`config.mk`:
```
export PLATFORM = sky130hd
export DESIGN_NAME = rmtc_top
export DESIGN_NICKNAME = d
export VERILOG_FILES = /design/src/common/rmtc_pkg.sv /design/src/design/rmtc_top.sv /design/src/design/rmtc_edge_qual.sv /design/src/design/rmtc_width_qual.sv
export SDC_FILE = /design/constraint.sdc
export NUM_CORES = 1
export LEC_CHECK = 0
export BUFFER_PORTS_ARGS = -buffer_cell sky130_fd_sc_hd__buf_2
export CAP_MARGIN = 20
export CORE_ASPECT_RATIO = 0.6
export CORE_MARGIN = 8
export CORE_UTILIZATION = 45
export DETAILED_ROUTE_END_ITERATION = 7
export HOLD_SLACK_MARGIN = 0.06
export PLACE_DENSITY = 0.65
export REMOVE_ABC_BUFFERS = 1
export SETUP_SLACK_MARGIN = 0.4
export SKIP_LAST_GASP = 1
export SYNTH_ARGS = -nofsm -noshare
export SYNTH_HDL_FRONTEND = slang
export SYNTH_SLANG_ARGS = --single-unit
```
`constraint.sdc`:
```
create_clock -name sys_clk -period 5.3 [get_ports sys_clk]
set_input_delay 1.06 -clock sys_clk [delete_from_list [all_inputs] [get_ports sys_clk]]
set_output_delay 1.06 -clock sys_clk [all_outputs]
set_load 0.005 [all_outputs]
```
`src/common/rmtc_pkg.sv`:
```
// constants, encodings and state type of the run-mode trigger controller
// assumes one 100 MHz sample-side clock and synchronous active-low reset
package rmtc_pkg;
  // clock and time figures
  localparam int CLK_PERIOD_NS = 10;
  localparam int WIDTH_MIN_NS = 10;
  localparam int WIDTH_MIN_CYC = (WIDTH_MIN_NS + CLK_PERIOD_NS - 1)
                                 / CLK_PERIOD_NS;
  localparam int WIDTH_DEF_NS = 100000000;
  localparam int WIDTH_DEF_CYC = WIDTH_DEF_NS / CLK_PERIOD_NS;
  // field widths
  localparam int WIDTH_W = 28;
  localparam int DELAY_W = 23;
  localparam int BURST_W = 25;
  // counts and limits
  localparam logic [DELAY_W-1:0] TRIG_DELAY_DEF = 23'h000000;
  localparam logic [DELAY_W-1:0] TRIG_DELAY_MAX = 23'h7A1200;
  localparam logic [DELAY_W-1:0] TIMER_DELAY_MIN = 23'h000098;
  localparam logic [DELAY_W-1:0] DELAY_ONE = 23'h000001;
  localparam logic [BURST_W-1:0] BURST_DEF = 25'h0000001;
  localparam logic [BURST_W-1:0] BURST_MAX = 25'h1000000;
  localparam logic [WIDTH_W-1:0] WIDTH_ONE = 28'h0000001;
  // event and trigger slope encodings
  localparam logic [1:0] RISING_EDGE_SEL = 2'h0;
  localparam logic [1:0] FALLING_EDGE_SEL = 2'h1;
  localparam logic [1:0] BOTH_EDGES_SEL = 2'h2;
  // enable source encodings
  localparam logic [1:0] ENAB_SRC_BUS = 2'h0;
  localparam logic [1:0] ENAB_SRC_EVT = 2'h1;
  localparam logic [1:0] ENAB_SRC_TRG = 2'h2;
  // trigger source encodings
  localparam logic [1:0] TRIG_SRC_EXT = 2'h0;
  localparam logic [1:0] TRIG_SRC_BUS = 2'h1;
  localparam logic [1:0] TRIG_SRC_TMR = 2'h2;
  localparam logic [1:0] TRIG_SRC_EVT = 2'h3;
  // idle waveform encodings
  localparam logic [1:0] IDLE_DC = 2'h0;
  localparam logic [1:0] IDLE_FIRST_WAVE = 2'h1;
  localparam logic [1:0] IDLE_FIRST_SEQ = 2'h2;
  // controller states
  typedef enum logic [2:0]
  {
    ST_IDLE,
    ST_WAIT_ARM,
    ST_RUN_CONT,
    ST_WAIT_TRIG,
    ST_DELAY,
    ST_BURST,
    ST_TIMER
  } rmtc_state_t;
endpackage

```
`src/design/rmtc_top.sv`:
```
// run-mode controller: start, stop, delay and burst of waveform playback
// assumes synchronous command pulses and a playback engine that pulses
// cycle_done at the end of each waveform cycle

module rmtc_top (
  input wire logic sys_clk,
  input wire logic nrst,
  input wire logic output_on,
  input wire logic cont_mode,
  input wire logic armed_mode,
  input wire logic [1:0] enab_src,
  input wire logic [1:0] trig_src,
  input wire logic [1:0] evt_slope,
  input wire logic [1:0] trig_slope,
  input wire logic width_qual_en,
  input wire logic [rmtc_pkg::WIDTH_W-1:0] trig_width,
  input wire logic [rmtc_pkg::DELAY_W-1:0] trig_delay,
  input wire logic [rmtc_pkg::DELAY_W-1:0] timer_delay,
  input wire logic [rmtc_pkg::BURST_W-1:0] burst_count,
  input wire logic [1:0] idle_cfg,
  input wire logic enable_req,
  input wire logic abort_req,
  input wire logic bus_trig_req,
  input wire logic evt_in,
  input wire logic trig_in,
  input wire logic cycle_done,
  output logic play_run,
  output logic play_idle,
  output logic play_restart,
  output logic [1:0] idle_sel,
  output logic wait_start
);
  typedef struct packed {
    rmtc_pkg::rmtc_state_t st;
    logic run;
    logic idle;
    logic restart;
    logic waiting;
    logic [1:0] idle_sel;
    logic [rmtc_pkg::DELAY_W-1:0] dly_cnt;
    logic [rmtc_pkg::DELAY_W-1:0] tmr_cnt;
    logic [rmtc_pkg::BURST_W-1:0] burst_cnt;
  } rmtc_top_t;
  rmtc_top_t s_ff;
  rmtc_top_t nxt_s;

  logic evt_lvl;
  logic evt_edge;
  logic trig_lvl;
  logic trig_edge;
  logic wq_pulse;
  logic trig_ext;
  logic trig_ev;
  logic enab_ev;
  logic fire;
  logic start_burst;
  logic [rmtc_pkg::DELAY_W-1:0] dly_val;
  logic [rmtc_pkg::DELAY_W-1:0] tmr_raw;
  logic [rmtc_pkg::DELAY_W-1:0] tmr_val;
  logic [rmtc_pkg::BURST_W-1:0] burst_val;

  ////////////////////////////////////////////////////////////////////////////
  // input qualification; each pin has its own slope select
  rmtc_edge_qual u_evt_qual (
    .sys_clk (sys_clk),
    .nrst (nrst),
    .sig_in (evt_in),
    .slope (evt_slope),
    .lvl (evt_lvl),
    .edge_pulse (evt_edge)
  );

  rmtc_edge_qual u_trig_qual (
    .sys_clk (sys_clk),
    .nrst (nrst),
    .sig_in (trig_in),
    .slope (trig_slope),
    .lvl (trig_lvl),
    .edge_pulse (trig_edge)
  );

  rmtc_width_qual u_width_qual (
    .sys_clk (sys_clk),
    .nrst (nrst),
    .lvl (trig_lvl),
    .en (width_qual_en),
    .width (trig_width),
    .qual_pulse (wq_pulse)
  );

  ////////////////////////////////////////////////////////////////////////////
  // event routing and programmed values
  always_comb
  begin
    // event slope reaches the trigger path only through TRIG_SRC_EVT
    trig_ext = width_qual_en ? wq_pulse : trig_edge;
    if (trig_src == rmtc_pkg::TRIG_SRC_EXT)
      trig_ev = trig_ext;
    else if (trig_src == rmtc_pkg::TRIG_SRC_BUS)
      trig_ev = bus_trig_req;
    else if (trig_src == rmtc_pkg::TRIG_SRC_EVT)
      trig_ev = evt_edge;
    else
      trig_ev = 1'b0; // timer fires from its own state
    // only the selected enable source counts
    if (enab_src == rmtc_pkg::ENAB_SRC_BUS)
      enab_ev = enable_req;
    else if (enab_src == rmtc_pkg::ENAB_SRC_EVT)
      enab_ev = evt_edge;
    else if (enab_src == rmtc_pkg::ENAB_SRC_TRG)
      enab_ev = trig_ext;
    else
      enab_ev = 1'b0;
    // delays move in steps of eight samples
    dly_val = {trig_delay[rmtc_pkg::DELAY_W-1:3], 3'h0};
    if (dly_val > rmtc_pkg::TRIG_DELAY_MAX)
      dly_val = rmtc_pkg::TRIG_DELAY_MAX;
    tmr_raw = {timer_delay[rmtc_pkg::DELAY_W-1:3], 3'h0};
    if (tmr_raw < rmtc_pkg::TIMER_DELAY_MIN)
      tmr_val = rmtc_pkg::TIMER_DELAY_MIN;
    else if (tmr_raw > rmtc_pkg::TRIG_DELAY_MAX)
      tmr_val = rmtc_pkg::TRIG_DELAY_MAX;
    else
      tmr_val = tmr_raw;
    // zero reads as one, the top is clamped
    if (burst_count == '0)
      burst_val = rmtc_pkg::BURST_DEF;
    else if (burst_count > rmtc_pkg::BURST_MAX)
      burst_val = rmtc_pkg::BURST_MAX;
    else
      burst_val = burst_count;
  end

  ////////////////////////////////////////////////////////////////////////////
  // run-mode state machine
  always_comb
  begin
    nxt_s = s_ff;
    fire = 1'b0;
    start_burst = 1'b0;
    nxt_s.idle_sel = idle_cfg;
    if (!output_on)
      nxt_s.st = rmtc_pkg::ST_IDLE;
    else
    begin
      case (s_ff.st)
        rmtc_pkg::ST_IDLE:
        begin
          if (!cont_mode)
            nxt_s.st = rmtc_pkg::ST_WAIT_TRIG;
          else if (armed_mode)
            nxt_s.st = rmtc_pkg::ST_WAIT_ARM;
          else
            nxt_s.st = rmtc_pkg::ST_RUN_CONT;
        end
        rmtc_pkg::ST_WAIT_ARM:
        begin
          if (!cont_mode || !armed_mode)
            nxt_s.st = rmtc_pkg::ST_IDLE;
          else if (enab_ev)
            nxt_s.st = rmtc_pkg::ST_RUN_CONT;
        end
        rmtc_pkg::ST_RUN_CONT:
        begin
          // abort taken at once, no boundary wait; self-armed ignores it
          if (!cont_mode)
            nxt_s.st = rmtc_pkg::ST_IDLE;
          else if (armed_mode && abort_req)
            nxt_s.st = rmtc_pkg::ST_WAIT_ARM;
          else if (!armed_mode && abort_req)
            nxt_s.st = rmtc_pkg::ST_RUN_CONT;
          else
            nxt_s.st = rmtc_pkg::ST_RUN_CONT;
        end
        rmtc_pkg::ST_WAIT_TRIG:
        begin
          // enable requests have no path into this state
          if (cont_mode)
            nxt_s.st = rmtc_pkg::ST_IDLE;
          else if (abort_req)
            nxt_s.st = rmtc_pkg::ST_WAIT_TRIG;
          else if (trig_src == rmtc_pkg::TRIG_SRC_TMR)
          begin
            nxt_s.st = rmtc_pkg::ST_TIMER;
            nxt_s.tmr_cnt = tmr_val - rmtc_pkg::DELAY_ONE;
          end
          else if (trig_ev)
            fire = 1'b1;
        end
        rmtc_pkg::ST_DELAY:
        begin
          if (cont_mode)
            nxt_s.st = rmtc_pkg::ST_IDLE;
          else if (abort_req)
            nxt_s.st = rmtc_pkg::ST_WAIT_TRIG;
          else if (s_ff.dly_cnt == '0)
            start_burst = 1'b1;
          else
            nxt_s.dly_cnt = s_ff.dly_cnt - rmtc_pkg::DELAY_ONE;
        end
        rmtc_pkg::ST_BURST:
        begin
          // further triggers are ignored while the burst plays
          if (cont_mode)
            nxt_s.st = rmtc_pkg::ST_IDLE;
          else if (abort_req)
            nxt_s.st = rmtc_pkg::ST_WAIT_TRIG;
          else if (cycle_done && s_ff.burst_cnt != '0)
            nxt_s.burst_cnt = s_ff.burst_cnt - rmtc_pkg::BURST_DEF;
          else if (cycle_done && trig_src == rmtc_pkg::TRIG_SRC_TMR)
          begin
            nxt_s.st = rmtc_pkg::ST_TIMER;
            nxt_s.tmr_cnt = tmr_val - rmtc_pkg::DELAY_ONE;
          end
          else if (cycle_done)
            nxt_s.st = rmtc_pkg::ST_WAIT_TRIG;
        end
        rmtc_pkg::ST_TIMER:
        begin
          if (cont_mode)
            nxt_s.st = rmtc_pkg::ST_IDLE;
          else if (abort_req || trig_src != rmtc_pkg::TRIG_SRC_TMR)
            nxt_s.st = rmtc_pkg::ST_WAIT_TRIG;
          else if (s_ff.tmr_cnt == '0)
            fire = 1'b1;
          else
            nxt_s.tmr_cnt = s_ff.tmr_cnt - rmtc_pkg::DELAY_ONE;
        end
        default:
          nxt_s.st = rmtc_pkg::ST_IDLE;
      endcase
    end
    // a trigger goes through the delay unless the delay is zero
    if (fire && dly_val == '0)
      start_burst = 1'b1;
    else if (fire)
    begin
      nxt_s.st = rmtc_pkg::ST_DELAY;
      nxt_s.dly_cnt = dly_val - rmtc_pkg::DELAY_ONE;
    end
    if (start_burst)
    begin
      nxt_s.st = rmtc_pkg::ST_BURST;
      nxt_s.burst_cnt = burst_val - rmtc_pkg::BURST_DEF;
    end
    // outputs follow the next state so they leave straight from flops
    nxt_s.run = (nxt_s.st == rmtc_pkg::ST_RUN_CONT) ||
                (nxt_s.st == rmtc_pkg::ST_BURST);
    nxt_s.idle = output_on && !nxt_s.run;
    nxt_s.restart = nxt_s.run && !s_ff.run;
    nxt_s.waiting = (nxt_s.st == rmtc_pkg::ST_WAIT_ARM) ||
                    (nxt_s.st == rmtc_pkg::ST_WAIT_TRIG);
  end

  // state register
  always_ff @(posedge sys_clk)
  begin
    if (!nrst)
      s_ff <= '0;
    else
      s_ff <= nxt_s;
  end

  assign play_run = s_ff.run;
  assign play_idle = s_ff.idle;
  assign play_restart = s_ff.restart;
  assign idle_sel = s_ff.idle_sel;
  assign wait_start = s_ff.waiting;
endmodule

```
`src/design/rmtc_edge_qual.sv`:
```
// two-flop synchroniser and slope-selected edge detector for one input pin
// assumes the pin is asynchronous to sys_clk

module rmtc_edge_qual (
  input wire logic sys_clk,
  input wire logic nrst,
  input wire logic sig_in,
  input wire logic [1:0] slope,
  output logic lvl,
  output logic edge_pulse
);
  typedef struct packed {
    logic s1;
    logic s2;
    logic prev;
    logic pulse;
  } rmtc_eq_t;
  rmtc_eq_t s_ff;
  rmtc_eq_t nxt_s;
  logic rise;
  logic fall;

  ////////////////////////////////////////////////////////////////////////////
  // synchronise, then compare the synced level with its previous value
  always_comb
  begin
    nxt_s = s_ff;
    nxt_s.s1 = sig_in;
    nxt_s.s2 = s_ff.s1;
    nxt_s.prev = s_ff.s2;
    rise = s_ff.s2 & ~s_ff.prev;
    fall = ~s_ff.s2 & s_ff.prev;
    if (slope == rmtc_pkg::FALLING_EDGE_SEL)
      nxt_s.pulse = fall;
    else if (slope == rmtc_pkg::BOTH_EDGES_SEL)
      nxt_s.pulse = rise | fall;
    else
      nxt_s.pulse = rise;
  end

  // state register
  always_ff @(posedge sys_clk)
  begin
    if (!nrst)
      s_ff <= '0;
    else
      s_ff <= nxt_s;
  end

  assign lvl = s_ff.s2;
  assign edge_pulse = s_ff.pulse;
endmodule

```
`src/design/rmtc_width_qual.sv`:
```
// trigger pulse-width qualifier: one pulse once the level has been high
// for the programmed number of cycles; assumes a synced input level

module rmtc_width_qual (
  input wire logic sys_clk,
  input wire logic nrst,
  input wire logic lvl,
  input wire logic en,
  input wire logic [rmtc_pkg::WIDTH_W-1:0] width,
  output logic qual_pulse
);
  typedef struct packed {
    logic [rmtc_pkg::WIDTH_W-1:0] cnt;
    logic done;
    logic pulse;
  } rmtc_wq_t;
  rmtc_wq_t s_ff;
  rmtc_wq_t nxt_s;
  logic [rmtc_pkg::WIDTH_W-1:0] cnt_inc;

  ////////////////////////////////////////////////////////////////////////////
  // count high cycles, fire once per high pulse at the programmed width
  always_comb
  begin
    nxt_s = s_ff;
    nxt_s.pulse = 1'b0;
    cnt_inc = s_ff.cnt + rmtc_pkg::WIDTH_ONE;
    if (!lvl || !en)
    begin
      nxt_s.cnt = '0;
      nxt_s.done = 1'b0;
    end
    else if (!s_ff.done)
    begin
      nxt_s.cnt = cnt_inc;
      if (cnt_inc >= width)
      begin
        nxt_s.pulse = 1'b1;
        nxt_s.done = 1'b1;
      end
    end
  end

  // state register
  always_ff @(posedge sys_clk)
  begin
    if (!nrst)
      s_ff <= '0;
    else
      s_ff <= nxt_s;
  end

  assign qual_pulse = s_ff.pulse;
endmodule

```
==> metrics, run 1 <==
outcome finished, final reports clean; syn avg cell area 7.43 um^2; Syn. warnings 0; CTS resizes 0; chip height 126 um; Synth Register Bits 118; layout cells sized above 1 14.8%; Clock transition at path regs 0.06 ns; number of global-route vias before repair 8,567; Final min period 4.55 ns; CP most frequent cell o21ai_0; Max-Cap Viols 0; RSZ-0062 raised after global routing false; setup TNS 0 ns; Die ar. 0.0250 mm^2; crit path cell chain buf_2, or4_1, or4_1, nor4bb_1, buf_4, nand2b_1, a21oi_1, ha_1, o21ai_0, a211oi_1, and3_1, o21ai_0, o21ai_0, o32ai_1, o2bb2ai_1; reg2reg start u_width_qual.s_ff[4]; Post-synth EDFFs 0; CP Max Fanout 10; Mapped Area 0.00903 mm^2; M1 wire length 13,800 um; num ports 127; CTS tree yes; Slew headroom 38.8%; CP startpoint kind primary input; FP Rows 40; synth cell count leaders 141 x nor2_1, 118 x dfxtp_1, 113 x nand2_1; share of the synthesized area in the top cell type 26.2%; clock buffer count from CTS 17; WHS Path Cells 1; Buffers on Ports 120; Vias/cell 5.78; fin cells 1,608; core region area 0.0198 mm^2; GPL Wtd Cong 0.868; iteration count of the initial detailed-routing pass 5; reg2reg setup slack 1.09 ns; Critical Path AT 4.88 ns; max incr delay on CP 0.58 ns; slew of the pin with the lowest slew margin 0.913 ns; setup violators final 0; Top FF cell, synth dfxtp_1; Largest register FFs 74; wire length on met2 11,200 um; routed length per instance 16.8 um; critical path endpoint category register; top sig layer met4; Worst Path Required 5.64 ns; critical setup path kind primary input to register; Min-Delay Endpoint play_restart; clock buffer depth 2; ANT cells 0; post-synthesis cell count 1,216; top-count cell post-synth nor2_1; DP HPWL 20,200 um; total grt overflow 0; ranking of synthesized cells by area dfxtp_1 26%, nor2_1 5.9%, ha_1 5.5%; Netlist cell types 78; clk sinks 118; DP Cell Count 1,578; Hold WC Path Type register to register; gr usage total 21.2%; worst path buffer plus inverter count 2; Slowest-stage cell, CP or4_1; drt first-iter violations 789; DR WL met3 1750 um; Max VDD drop 0.226 mV; Leak 0.00431 uW; Top delay family on crit path simple AND/OR/NAND/NOR gates; register area share after synthesis 26.2%; Largest Register s_ff; CTS Hold Bufs 0; fin crit share 85.8%; clock root buffer clkbuf_16; Detail Route Antenna Nets 0; fin. max-slew vios 0; Post-Route WL 27,000 um; Clock Latency Late Sink 0.41 ns; routed vias 9,289; post-CTS setup buffers 0; hold_sp play_run; DRC 0; first-pass GRT wire length 44,200 um; largest net degree at the start of global routing 48; reg-to-reg critical path endpoint u_width_qual.qual_pulse; Die W 199 um; post-synth top area cell dfxtp_1; final clock skew 0.0136 ns; ys async rst share 0%; Area Overhead vs Synth 16.3%; worst reg2reg path depth 15; Initial Utilization 45.6%; Power Density 221 mW/mm^2; initial antenna violation count 1; Final Hold Vio Count 0; H-Tree Depth 4; fmax 0.220 GHz; Nets 1,485
[power by group]
part | switching (uW) | internal (uW)
Clock | 414 | 755
Combinational | 150 | 102
Sequential | 8.49 | 896
Total | 572 | 1750
[metrics by stage]
stage / util (%) / area, um^2 / hold WS [ns] / total power [uW] / worst slack [ns]
floorplan: - / 8810 / 0.412 / 1050 / 0.239
global placement: 50.1 / 9920 / 0.399 / 1170 / 0.431
detailed placement: 50.1 / 9920 / 0.423 / 1170 / 0.370
CTS: 53.0 / 10500 / 0.429 / 2350 / 0.797
global route: 53.0 / 10500 / 0.442 / 2410 / 0.438
finish: 53.0 / 10500 / 0.423 / 2320 / 0.753
[area by class of cell]
class,instances,area (um^2)
sequential,118,2360
fill,1981,9310
inverter,63,236
clock buffer,20,457
multi-input combinational,982,6210
timing repair buffer,142,766
tap,273,342
clock inverter,10,130
[placed cells by master (no fill, tap or decap), types with 8 or more instances in the layout]
cell type / netlist / layout
a211oi_1: 20 / 20
a21o_1: 14 / 14
a21oi_1: 59 / 59
a31oi_1: 13 / 13
and2_1: 15 / 15
and3_1: 9 / 9
buf_2: 3 / 120
buf_4: 2 / 22
clkbuf_16: 0 / 17
dfxtp_1: 118 / 118
ha_1: 40 / 40
inv_1: 62 / 62
mux2i_1: 11 / 11
nand2_1: 113 / 113
nand2b_1: 13 / 13
nand3_1: 43 / 43
nand3b_1: 8 / 8
nand4_1: 16 / 16
nor2_1: 141 / 141
nor2b_1: 9 / 9
nor3_1: 61 / 61
nor4_1: 22 / 22
nor4b_1: 9 / 9
o21ai_0: 71 / 70
o31ai_1: 8 / 8
o32ai_1: 9 / 9
or2_2: 10 / 10
or3_1: 22 / 22
or4_1: 17 / 17
xnor2_1: 53 / 53
xor2_1: 49 / 49
[kinds of logic after synthesis]
| kind of cell | count (synthesis) | synth area share, % |
|---|---|---|
| AOI/OAI and AO/OA | 289 | 21.5 |
| xor gates and xnor gates | 102 | 9.89 |
| adders and majority gates | 40 | 5.54 |
| buffers and inverters | 116 | 5.03 |
| DFF | 118 | 26.2 |
| muxes | 15 | 1.72 |
| and+or+nand+nor | 536 | 30.1 |
[how the worst max path moves through the flow]
stage	end	cells past startpoint	start	slack, ns
2_1_floorplan	s_ff[14]	14	trig_delay[5]	0.24
3_3_place_gp	s_ff[19]	16	trig_delay[5]	0.43
3_5_place_dp	s_ff[19]	16	trig_delay[5]	0.37
4_1_cts	s_ff[10]	16	burst_count[8]	0.80
5_1_grt	s_ff[10]	16	burst_count[8]	0.44
6_report	s_ff[22]	15	burst_count[8]	0.75
[worst reg2reg max path: cells and delay by family (launching register included)]
kind / cells / cell delay [ns]
flip-flops: 1 / 0.40
AO/OA/AOI/OAI: 7 / 1.77
buffers and inverters: 1 / 0.20
adder cells (fa/ha/maj): 1 / 0.26
XOR/XNOR: 1 / 0.15
AND/OR/NAND/NOR: 5 / 1.28
[per-layer routing]
metal  track usage, %  vias up
met5                0        -
met4             4.13        0
met3             3.72       15
met2             30.5      277
met1             32.1     4340
li1                 -     4657
No activity file was read; power rests on OpenSTA's default activity.
==> run 2, diff against run 1 <==
--- a/config.mk
+++ b/config.mk
@@ -5,6 +5,7 @@
 export SDC_FILE = /design/constraint.sdc
 export NUM_CORES = 1
 export LEC_CHECK = 0
+export ABC_AREA = 1
 export BUFFER_PORTS_ARGS = -buffer_cell sky130_fd_sc_hd__buf_2
 export CAP_MARGIN = 20
 export CORE_ASPECT_RATIO = 0.6
@@ -12,7 +13,6 @@
 export CORE_UTILIZATION = 45
 export DETAILED_ROUTE_END_ITERATION = 7
 export HOLD_SLACK_MARGIN = 0.06
-export PLACE_DENSITY = 0.65
 export REMOVE_ABC_BUFFERS = 1
 export SETUP_SLACK_MARGIN = 0.4
 export SKIP_LAST_GASP = 1
==> run 2 against run 1 <==
- sequential share of layout area is 2.3 points lower
- maximum frequency up 23%
- die area increased by 13%
- global-route usage increased by 1.2 points
- final cell count increased by 34%
- non-clock buffer count is 16 lower
- design area grew 11%
- flip-flop and latch count unchanged
- worst hold slack worse by 0.014 ns
- critical path type unchanged
- clock skew fell by 0.0053 ns
==> metrics, run 2 <==
H-Tree Depth 4 (unchanged); clock buffer depth 2 (unchanged); reg-to-reg critical path endpoint u_width_qual.s_ff[1] (was u_width_qual.qual_pulse); post-CTS setup buffers 0 (unchanged); Syn. warnings 0 (unchanged); commonest non-fill, non-tap cells in the layout 392 x nand2_1, 254 x nor2_1, 251 x inv_1 (was 141 x nor2_1, 120 x buf_2, 118 x dfxtp_1); Synth Area in Adders 4.86% (was 5.54%); RSZ-0062 raised after global routing false (unchanged); top-count cell post-synth nand2_1 (was nor2_1); synth cell count leaders 392 x nand2_1, 254 x nor2_1, 251 x inv_1 (was 141 x nor2_1, 118 x dfxtp_1, 113 x nand2_1); Post-synth EDFFs 0 (unchanged); number of global-route vias before repair 10,000 (was 8,567); Clock Latency Late Sink 0.43 ns (was 0.41 ns); gr usage total 22.4% (was 21.2%); fill count 2,429 (was 1,981); Worst Path Required 5.62 ns (was 5.64 ns); Max-Cap Viols 0 (unchanged); Largest register FFs 74 (unchanged); post-synthesis cell count 1,713 (was 1,216); XOR/XNOR share of the synthesized area 6.72% (was 9.89%); Die W 211 um (was 199 um); Min-Delay Endpoint u_evt_qual.lvl (was play_restart); Layout Utilization 51.5% (was 53.0%); GPL Wtd Cong 0.922 (was 0.868); Post-Route WL 31,300 um (was 27,000 um); setup violators final 0 (unchanged); share of the synthesized area in the top cell type 22.9% (was 26.2%); DP Worst Slack 1.19 ns (was 0.370 ns); CTS tree yes (unchanged); Vias/cell 5.10 (was 5.78); Area Overhead vs Synth 13.7% (was 16.3%); CTS Hold Bufs 0 (unchanged); core region area 0.0228 mm^2 (was 0.0198 mm^2); Slowest-stage cell, CP nor3_2 (was or4_1); cell area after layout 0.0117 mm^2 (was 0.0105 mm^2); DP HPWL 24,800 um (was 20,200 um); CP startpoint kind primary input (unchanged); Largest Register s_ff (unchanged); hold_sp u_evt_qual.nxt_s[2] (was play_run); Power Density 209 mW/mm^2 (was 221 mW/mm^2); Die ar. 0.0281 mm^2 (was 0.0250 mm^2); Hold WC Path Type register to register (unchanged); Critical Path AT 4.02 ns (was 4.88 ns); initial antenna violation count 3 (was 1); layout cells sized above 1 12.7% (was 14.8%); dpl cell area 0.0111 mm^2 (was 0.00992 mm^2); ys async rst share 0% (unchanged); Clock power frac 50.9% (was 50.3%); Slew headroom 49.0% (was 38.8%); chip height 133 um (was 126 um); ANT cells 0 (unchanged); critical setup path kind primary input to register (unchanged); fmax 0.270 GHz (was 0.220 GHz); total grt overflow 0 (unchanged); register area share after synthesis 22.9% (was 26.2%); fin crit share 69.8% (was 85.8%); routed length per instance 14.6 um (was 16.8 um); max incr delay on CP 0.31 ns (was 0.58 ns); iteration count of the initial detailed-routing pass 5 (unchanged); Buffers on Ports 120 (unchanged); final clock skew 0.00827 ns (was 0.0136 ns); complex-gate fraction of the synthesized area 13.5% (was 21.5%); num ports 127 (unchanged); syn avg cell area 6.01 um^2 (was 7.43 um^2); Netlist cell types 54 (was 78); Pint 1820 uW (was 1750 uW); ranking of synthesized cells by area dfxtp_1 23%, nand2_1 14%, nor2_1 9.3% (was dfxtp_1 26%, nor2_1 5.9%, ha_1 5.5%); critical path endpoint category register (unchanged); Top FF cell, synth dfxtp_1 (unchanged); drt first-iter violations 854 (was 789); largest net degree at the start of global routing 52 (was 48); Nets 1,980 (was 1,485); reg2reg start u_width_qual.s_ff[2] (was u_width_qual.s_ff[4]); post-synth top area cell dfxtp_1 (unchanged); worst setup margin 1.60 ns (was 0.753 ns); DRC 0 (unchanged); Reg power frac 36.7% (was 38.9%); worst reg2reg path depth 24 (was 15); Final min period 3.70 ns (was 4.55 ns); Max VDD drop 0.198 mV (was 0.226 mV); CTS resizes 0 (unchanged); fin. max-slew vios 0 (unchanged); Switch Pwr 633 uW (was 572 uW); Clock transition at path regs 0.05 ns (was 0.06 ns); routed vias 11,000 (was 9,289); largest family of logic cells by synthesized area simple AND/OR/NAND/NOR gates (unchanged); Final Hold Vio Count 0 (unchanged); Final Power 2450 uW (was 2320 uW); Detail Route Antenna Nets 0 (unchanged); FP Rows 43 (was 40); Gate power share 12.5% (was 10.8%); crit path cell chain buf_2, inv_1, nor3_2, nand3_1, nand2_1, nand2_2, nand2_1, ha_1, inv_1, nor3_1, nand4_1, nor2_2, nand3_2, nand2_4, inv_4, nand2_8, inv_2, o21ai_0, nor2_1 (was buf_2, or4_1, or4_1, nor4bb_1, buf_4, nand2b_1, a21oi_1, ha_1, o21ai_0, a211oi_1, and3_1, o21ai_0, o21ai_0, o32ai_1, o2bb2ai_1); switching share of power 25.8% (was 24.6%); setup TNS 0 ns (unchanged); reg2reg setup slack 1.73 ns (was 1.09 ns); Mapped Area 0.0103 mm^2 (was 0.00903 mm^2); WHS Path Cells 2 (was 1); post-synthesis mux area share 0% (was 1.72%); Synth Register Bits 118 (unchanged); Initial Utilization 45.3% (was 45.6%); clock root buffer clkbuf_16 (unchanged); most common cell after layout, fill and taps aside nand2_1 (was nor2_1); clk sinks 118 (unchanged); Leak 0.00583 uW (was 0.00431 uW); CP Max Fanout 27 (was 10); slew of the pin with the lowest slew margin 0.760 ns (was 0.913 ns); clock buffer count from CTS 17 (unchanged); first-pass GRT wire length 51,500 um (was 44,200 um); outcome finished, final reports clean (unchanged); Synth Area in Simple Gates 39.9% (was 30.1%)
-- run 2: cell count changes after synthesis, sizes merged, moves of 15 or more --
cell,previous run,this run
clkbuf,43,17
xnor2,53,21
a21o,15,0
nand2,113,406
nor2,141,275
a21oi,60,82
nand4,16,46
a211oi,20,5
o21ai,73,116
nand3,43,123
or3,22,0
nor3,61,42
inv,62,260
or4,17,0
-- run 2: final cells by class --
cell class	instances	area, um^2	share of cell area (%)
clock buffer	22	474	4.05
multi-input combinational	1295	6700	57.2
sequential	118	2360	20.2
inverter	261	985	8.41
tap	315	394	3.37
clock inverter	10	150	1.28
timing repair buffer	126	646	5.51
-- run 2: metal layers --
| layer | vias to the layer above | GRT usage, % | share of wire, % |
|---|---|---|---|
| met3 | 27 | 4.27 | 5.9 |
| li1 | 5753 | - | - |
| met1 | 4896 | 35.4 | 55 |
| met4 | 6 | 4.27 | 0.85 |
| met2 | 275 | 30.3 | 38 |
| met5 | - | 0 | 0.099 |
-- run 2: power by group through the flow --
stage	Combinational (uW)	Sequential, uW	Clock [uW]
finish	305	899	1250
global route	345	899	1300
CTS	303	899	1260
detailed placement	301	918	0
global placement	300	918	0
floorplan	176	917	0
-- run 2: cell families after synthesis --
logic type | Yosys count
simple gates | 927
buf+inv | 300
compound gates | 249
flops | 118
xor+xnor | 79
fa+ha+maj | 40
-- run 2: worst max-delay path: cells and delay by family --
kind	cells	cell delay [ns]
AO/OA/AOI/OAI	1	0.21
adder cells (fa/ha/maj)	1	0.24
AND/OR/NAND/NOR	12	1.87
buffers and inverters	5	0.60
-- run 2: worst max-delay path by stage --
stage                          from              endpoint  slack (ns)  cells after the start
2_1_floorplan        trig_delay[21]               s_ff[8]        1.83                     18
4_1_cts              trig_delay[21]               s_ff[8]        1.61                     19
3_3_place_gp         trig_delay[21]               s_ff[8]        1.27                     19
3_5_place_dp         trig_delay[21]               s_ff[8]        1.19                     19
6_report             trig_delay[21]               s_ff[8]        1.60                     19
5_1_grt        u_width_qual.s_ff[2]  u_width_qual.s_ff[1]        1.26                     24
-- run 2: per-stage QoR --
stage	instances	hold WS, ns
finish	2147	0.409
global route	2147	0.453
CTS	2147	0.413
detailed placement	2115	0.399
global placement	2115	0.394
floorplan	1674	0.390
==> run 3, diff against run 2 <==
--- a/config.mk
+++ b/config.mk
@@ -13,6 +13,7 @@
 export CORE_UTILIZATION = 45
 export DETAILED_ROUTE_END_ITERATION = 7
 export HOLD_SLACK_MARGIN = 0.06
+export PLACE_DENSITY = 0.67
 export REMOVE_ABC_BUFFERS = 1
 export SETUP_SLACK_MARGIN = 0.4
 export SKIP_LAST_GASP = 1
==> constraint.sdc (replaced) <==
create_clock -name sys_clk -period 3.3 [get_ports sys_clk]
set_input_delay 0.66 -clock sys_clk [delete_from_list [all_inputs] [get_ports sys_clk]]
set_output_delay 0.66 -clock sys_clk [all_outputs]
set_load 0.005 [all_outputs]
==> run 3 against run 2 <==
- non-clock buffer count up 44
- flip-flop and latch count is the same
- clock-buffer cell count increased by 3
- global-route usage fell by 0.28 points
- final cell count up 2.1%
- clock skew is 0.0012 ns higher
- die area did not move
- via count is 4.3% higher
- worst hold slack better by 0.0046 ns
- clock power rose by 58%
- combinational power increased by 68%
- routed wire length up 2.7%
- critical path type is now register to register
==> metrics, run 3 (same netlist as run 2, synthesis figures left out) <==
outcome finished, final reports clean (unchanged); DP HPWL 24,800 um (about the same); setup violators final 0 (unchanged); initial antenna violation count 2 (was 3); commonest non-fill, non-tap cells in the layout 383 x nand2_1, 251 x inv_1, 249 x nor2_1 (was 392 x nand2_1, 254 x nor2_1, 251 x inv_1); final clock skew 0.00948 ns (was 0.00827 ns); Vias/cell 5.21 (was 5.10); CP Max Fanout 3 (was 27); Max VDD drop 0.306 mV (was 0.198 mV); worst setup margin 0.174 ns (was 1.60 ns); iteration count of the initial detailed-routing pass 5 (unchanged); Final min period 3.13 ns; first-pass GRT wire length 51,600 um (was 51,500 um); worst path buffer plus inverter count 0 (was 5); Largest Register s_ff (unchanged); CP startpoint kind register (was primary input); fill count 2,296 (was 2,429); Final Hold Vio Count 0 (unchanged); fin cells 2,192 (was 2,147); fin crit share 94.7%; Critical Path AT 3.48 ns (was 4.02 ns); FP Rows 43 (unchanged); core region area 0.0228 mm^2 (unchanged); CTS Hold Bufs 0 (unchanged); clock root buffer clkbuf_16 (unchanged); chip height 133 um (unchanged); critical path endpoint category register (unchanged); Power Density 318 mW/mm^2 (was 209 mW/mm^2); Leak 0.00609 uW (was 0.00583 uW); routed length per instance 14.6 um (about the same); Clock transition at path regs 0.06 ns (was 0.05 ns); clock buffer depth 2 (unchanged); clk sinks 118 (unchanged); Slowest-stage cell, CP dfxtp_4 (was nor3_2); most common cell after layout, fill and taps aside nand2_1 (unchanged); gr usage total 22.1% (was 22.4%); Hold WC Path Type register to register (unchanged); Detail Route Antenna Nets 0 (unchanged); H-Tree Depth 4 (unchanged); largest net degree at the start of global routing 40 (was 52); Buffers on Ports 120 (unchanged); Max-Cap Viols 0 (unchanged); Largest register FFs 74 (unchanged); DP Worst Slack -0.0403 ns (was 1.19 ns); Top delay family on crit path simple AND/OR/NAND/NOR gates (unchanged); routed vias 11,400 (was 11,000); fmax 0.320 GHz; Die W 211 um (unchanged); GPL Wtd Cong 0.902 (was 0.922); num ports 127 (unchanged); Final Power 3920 uW (was 2450 uW); Worst Path Required 3.66 ns (was 5.62 ns); crit path cell chain ha_4, nand3_4, nor2_4, nand2_2, nor2_4, nand2_2, nor2_4, nand2_2, nor3_4, nand3_2, nor2_2, nand2_2, nor2_4, nand3_2, and2_4, ha_4, nand2_4, nor2_4, nand2_2, nor3_2, nand2_1, nand3_2, nor2_1, nor2_1 (was buf_2, inv_1, nor3_2, nand3_1, nand2_1, nand2_2, nand2_1, ha_1, inv_1, nor3_1, nand4_1, nor2_2, nand3_2, nand2_4, inv_4, nand2_8, inv_2, o21ai_0, nor2_1); fin. max-slew vios 0 (unchanged); Area Overhead vs Synth 19.9% (was 13.7%); sequential cell area 0.00237 mm^2 (was 0.00236 mm^2); Layout Utilization 54.3% (was 51.5%); number of global-route vias before repair 10,300 (was 10,000); Post-Route WL 32,100 um (was 31,300 um); CTS tree yes (unchanged); Nets 2,024 (was 1,980); total grt overflow 0 (unchanged); Slew headroom 50.2% (was 49.0%); DRC 0 (unchanged); slew of the pin with the lowest slew margin 0.741 ns (was 0.760 ns); RSZ-0062 raised after global routing true (was false); Die ar. 0.0281 mm^2 (unchanged); drt first-iter violations 986 (was 854); Clock Latency Late Sink 0.42 ns (was 0.43 ns); critical setup path kind register to register (was primary input to register); layout cells sized above 1 17.0% (was 12.7%); max incr delay on CP 0.38 ns (was 0.31 ns); WHS 0.413 ns (was 0.409 ns); Initial Utilization 45.3% (unchanged); clock buffer count from CTS 17 (unchanged); DP Cell Count 2,140 (was 2,115); multi-input logic area 0.00698 mm^2 (was 0.00670 mm^2)
-- run 3: cell types whose count changed in the layout (fill, tap and decap cells not counted), sizes merged --
| cell | change |
|---|---|
| clkbuf | +3 |
| clkinv | -5 |
| buf | +44 |
| bufinv | -1 |
| clkinvlp | +3 |
| diode | +1 |
-- run 3: area by class of cell --
type / instances / share of cell area (%)
clock buffers: 25 / 4.01
multi-input cells: 1295 / 56.5
inverters: 261 / 7.97
flip-flops and latches: 118 / 19.2
clock inverters: 7 / 0.952
diodes: 1 / 0.0203
well taps: 315 / 3.19
repair buffers: 170 / 8.13
-- run 3: worst paths after layout --
kind,start,endpoint,slack [ns],cells past startpoint
worst max-delay path,u_width_qual.s_ff[3],u_width_qual.s_ff[1],0.17,24
worst max register to register,u_width_qual.s_ff[3],u_width_qual.s_ff[1],0.17,24
worst min-delay path,play_run,play_restart,0.41,1
worst min register to register,play_run,play_restart,0.41,1
-- run 3: per-stage QoR --
step / area (um^2) / TNS, ns
2_1_floorplan: 10000 / 0
3_3_place_gp: 11300 / 0
5_1_grt: 12300 / -0.0159
3_5_place_dp: 11300 / -0.298
4_1_cts: 12100 / 0
6_report: 12400 / 0
-- run 3: report_power, final --
part | internal [uW] | switching [uW]
clock | 1270 | 702
combinational | 181 | 332
sequential | 1430 | 6.44
total | 2880 | 1040
-- run 3: routing by layer --
layer | wire (um) | vias to the layer above | global-route usage, %
li1 | - | 5825 | -
met1 | 16700 | 5239 | 33.9
met2 | 12900 | 323 | 31.3
met3 | 2150 | 32 | 4.13
met4 | 296 | 4 | 4.19
met5 | 19 | - | 0
-- run 3: repair_timing --
item | 4_1_cts | 5_1_grt
hold endpoints to repair | 0 | 0
endpoints found under the setup margin | 3 | 34
pin swaps | 15 | 10
resized for setup | 33 | 31
buffers inserted | 12 | 7
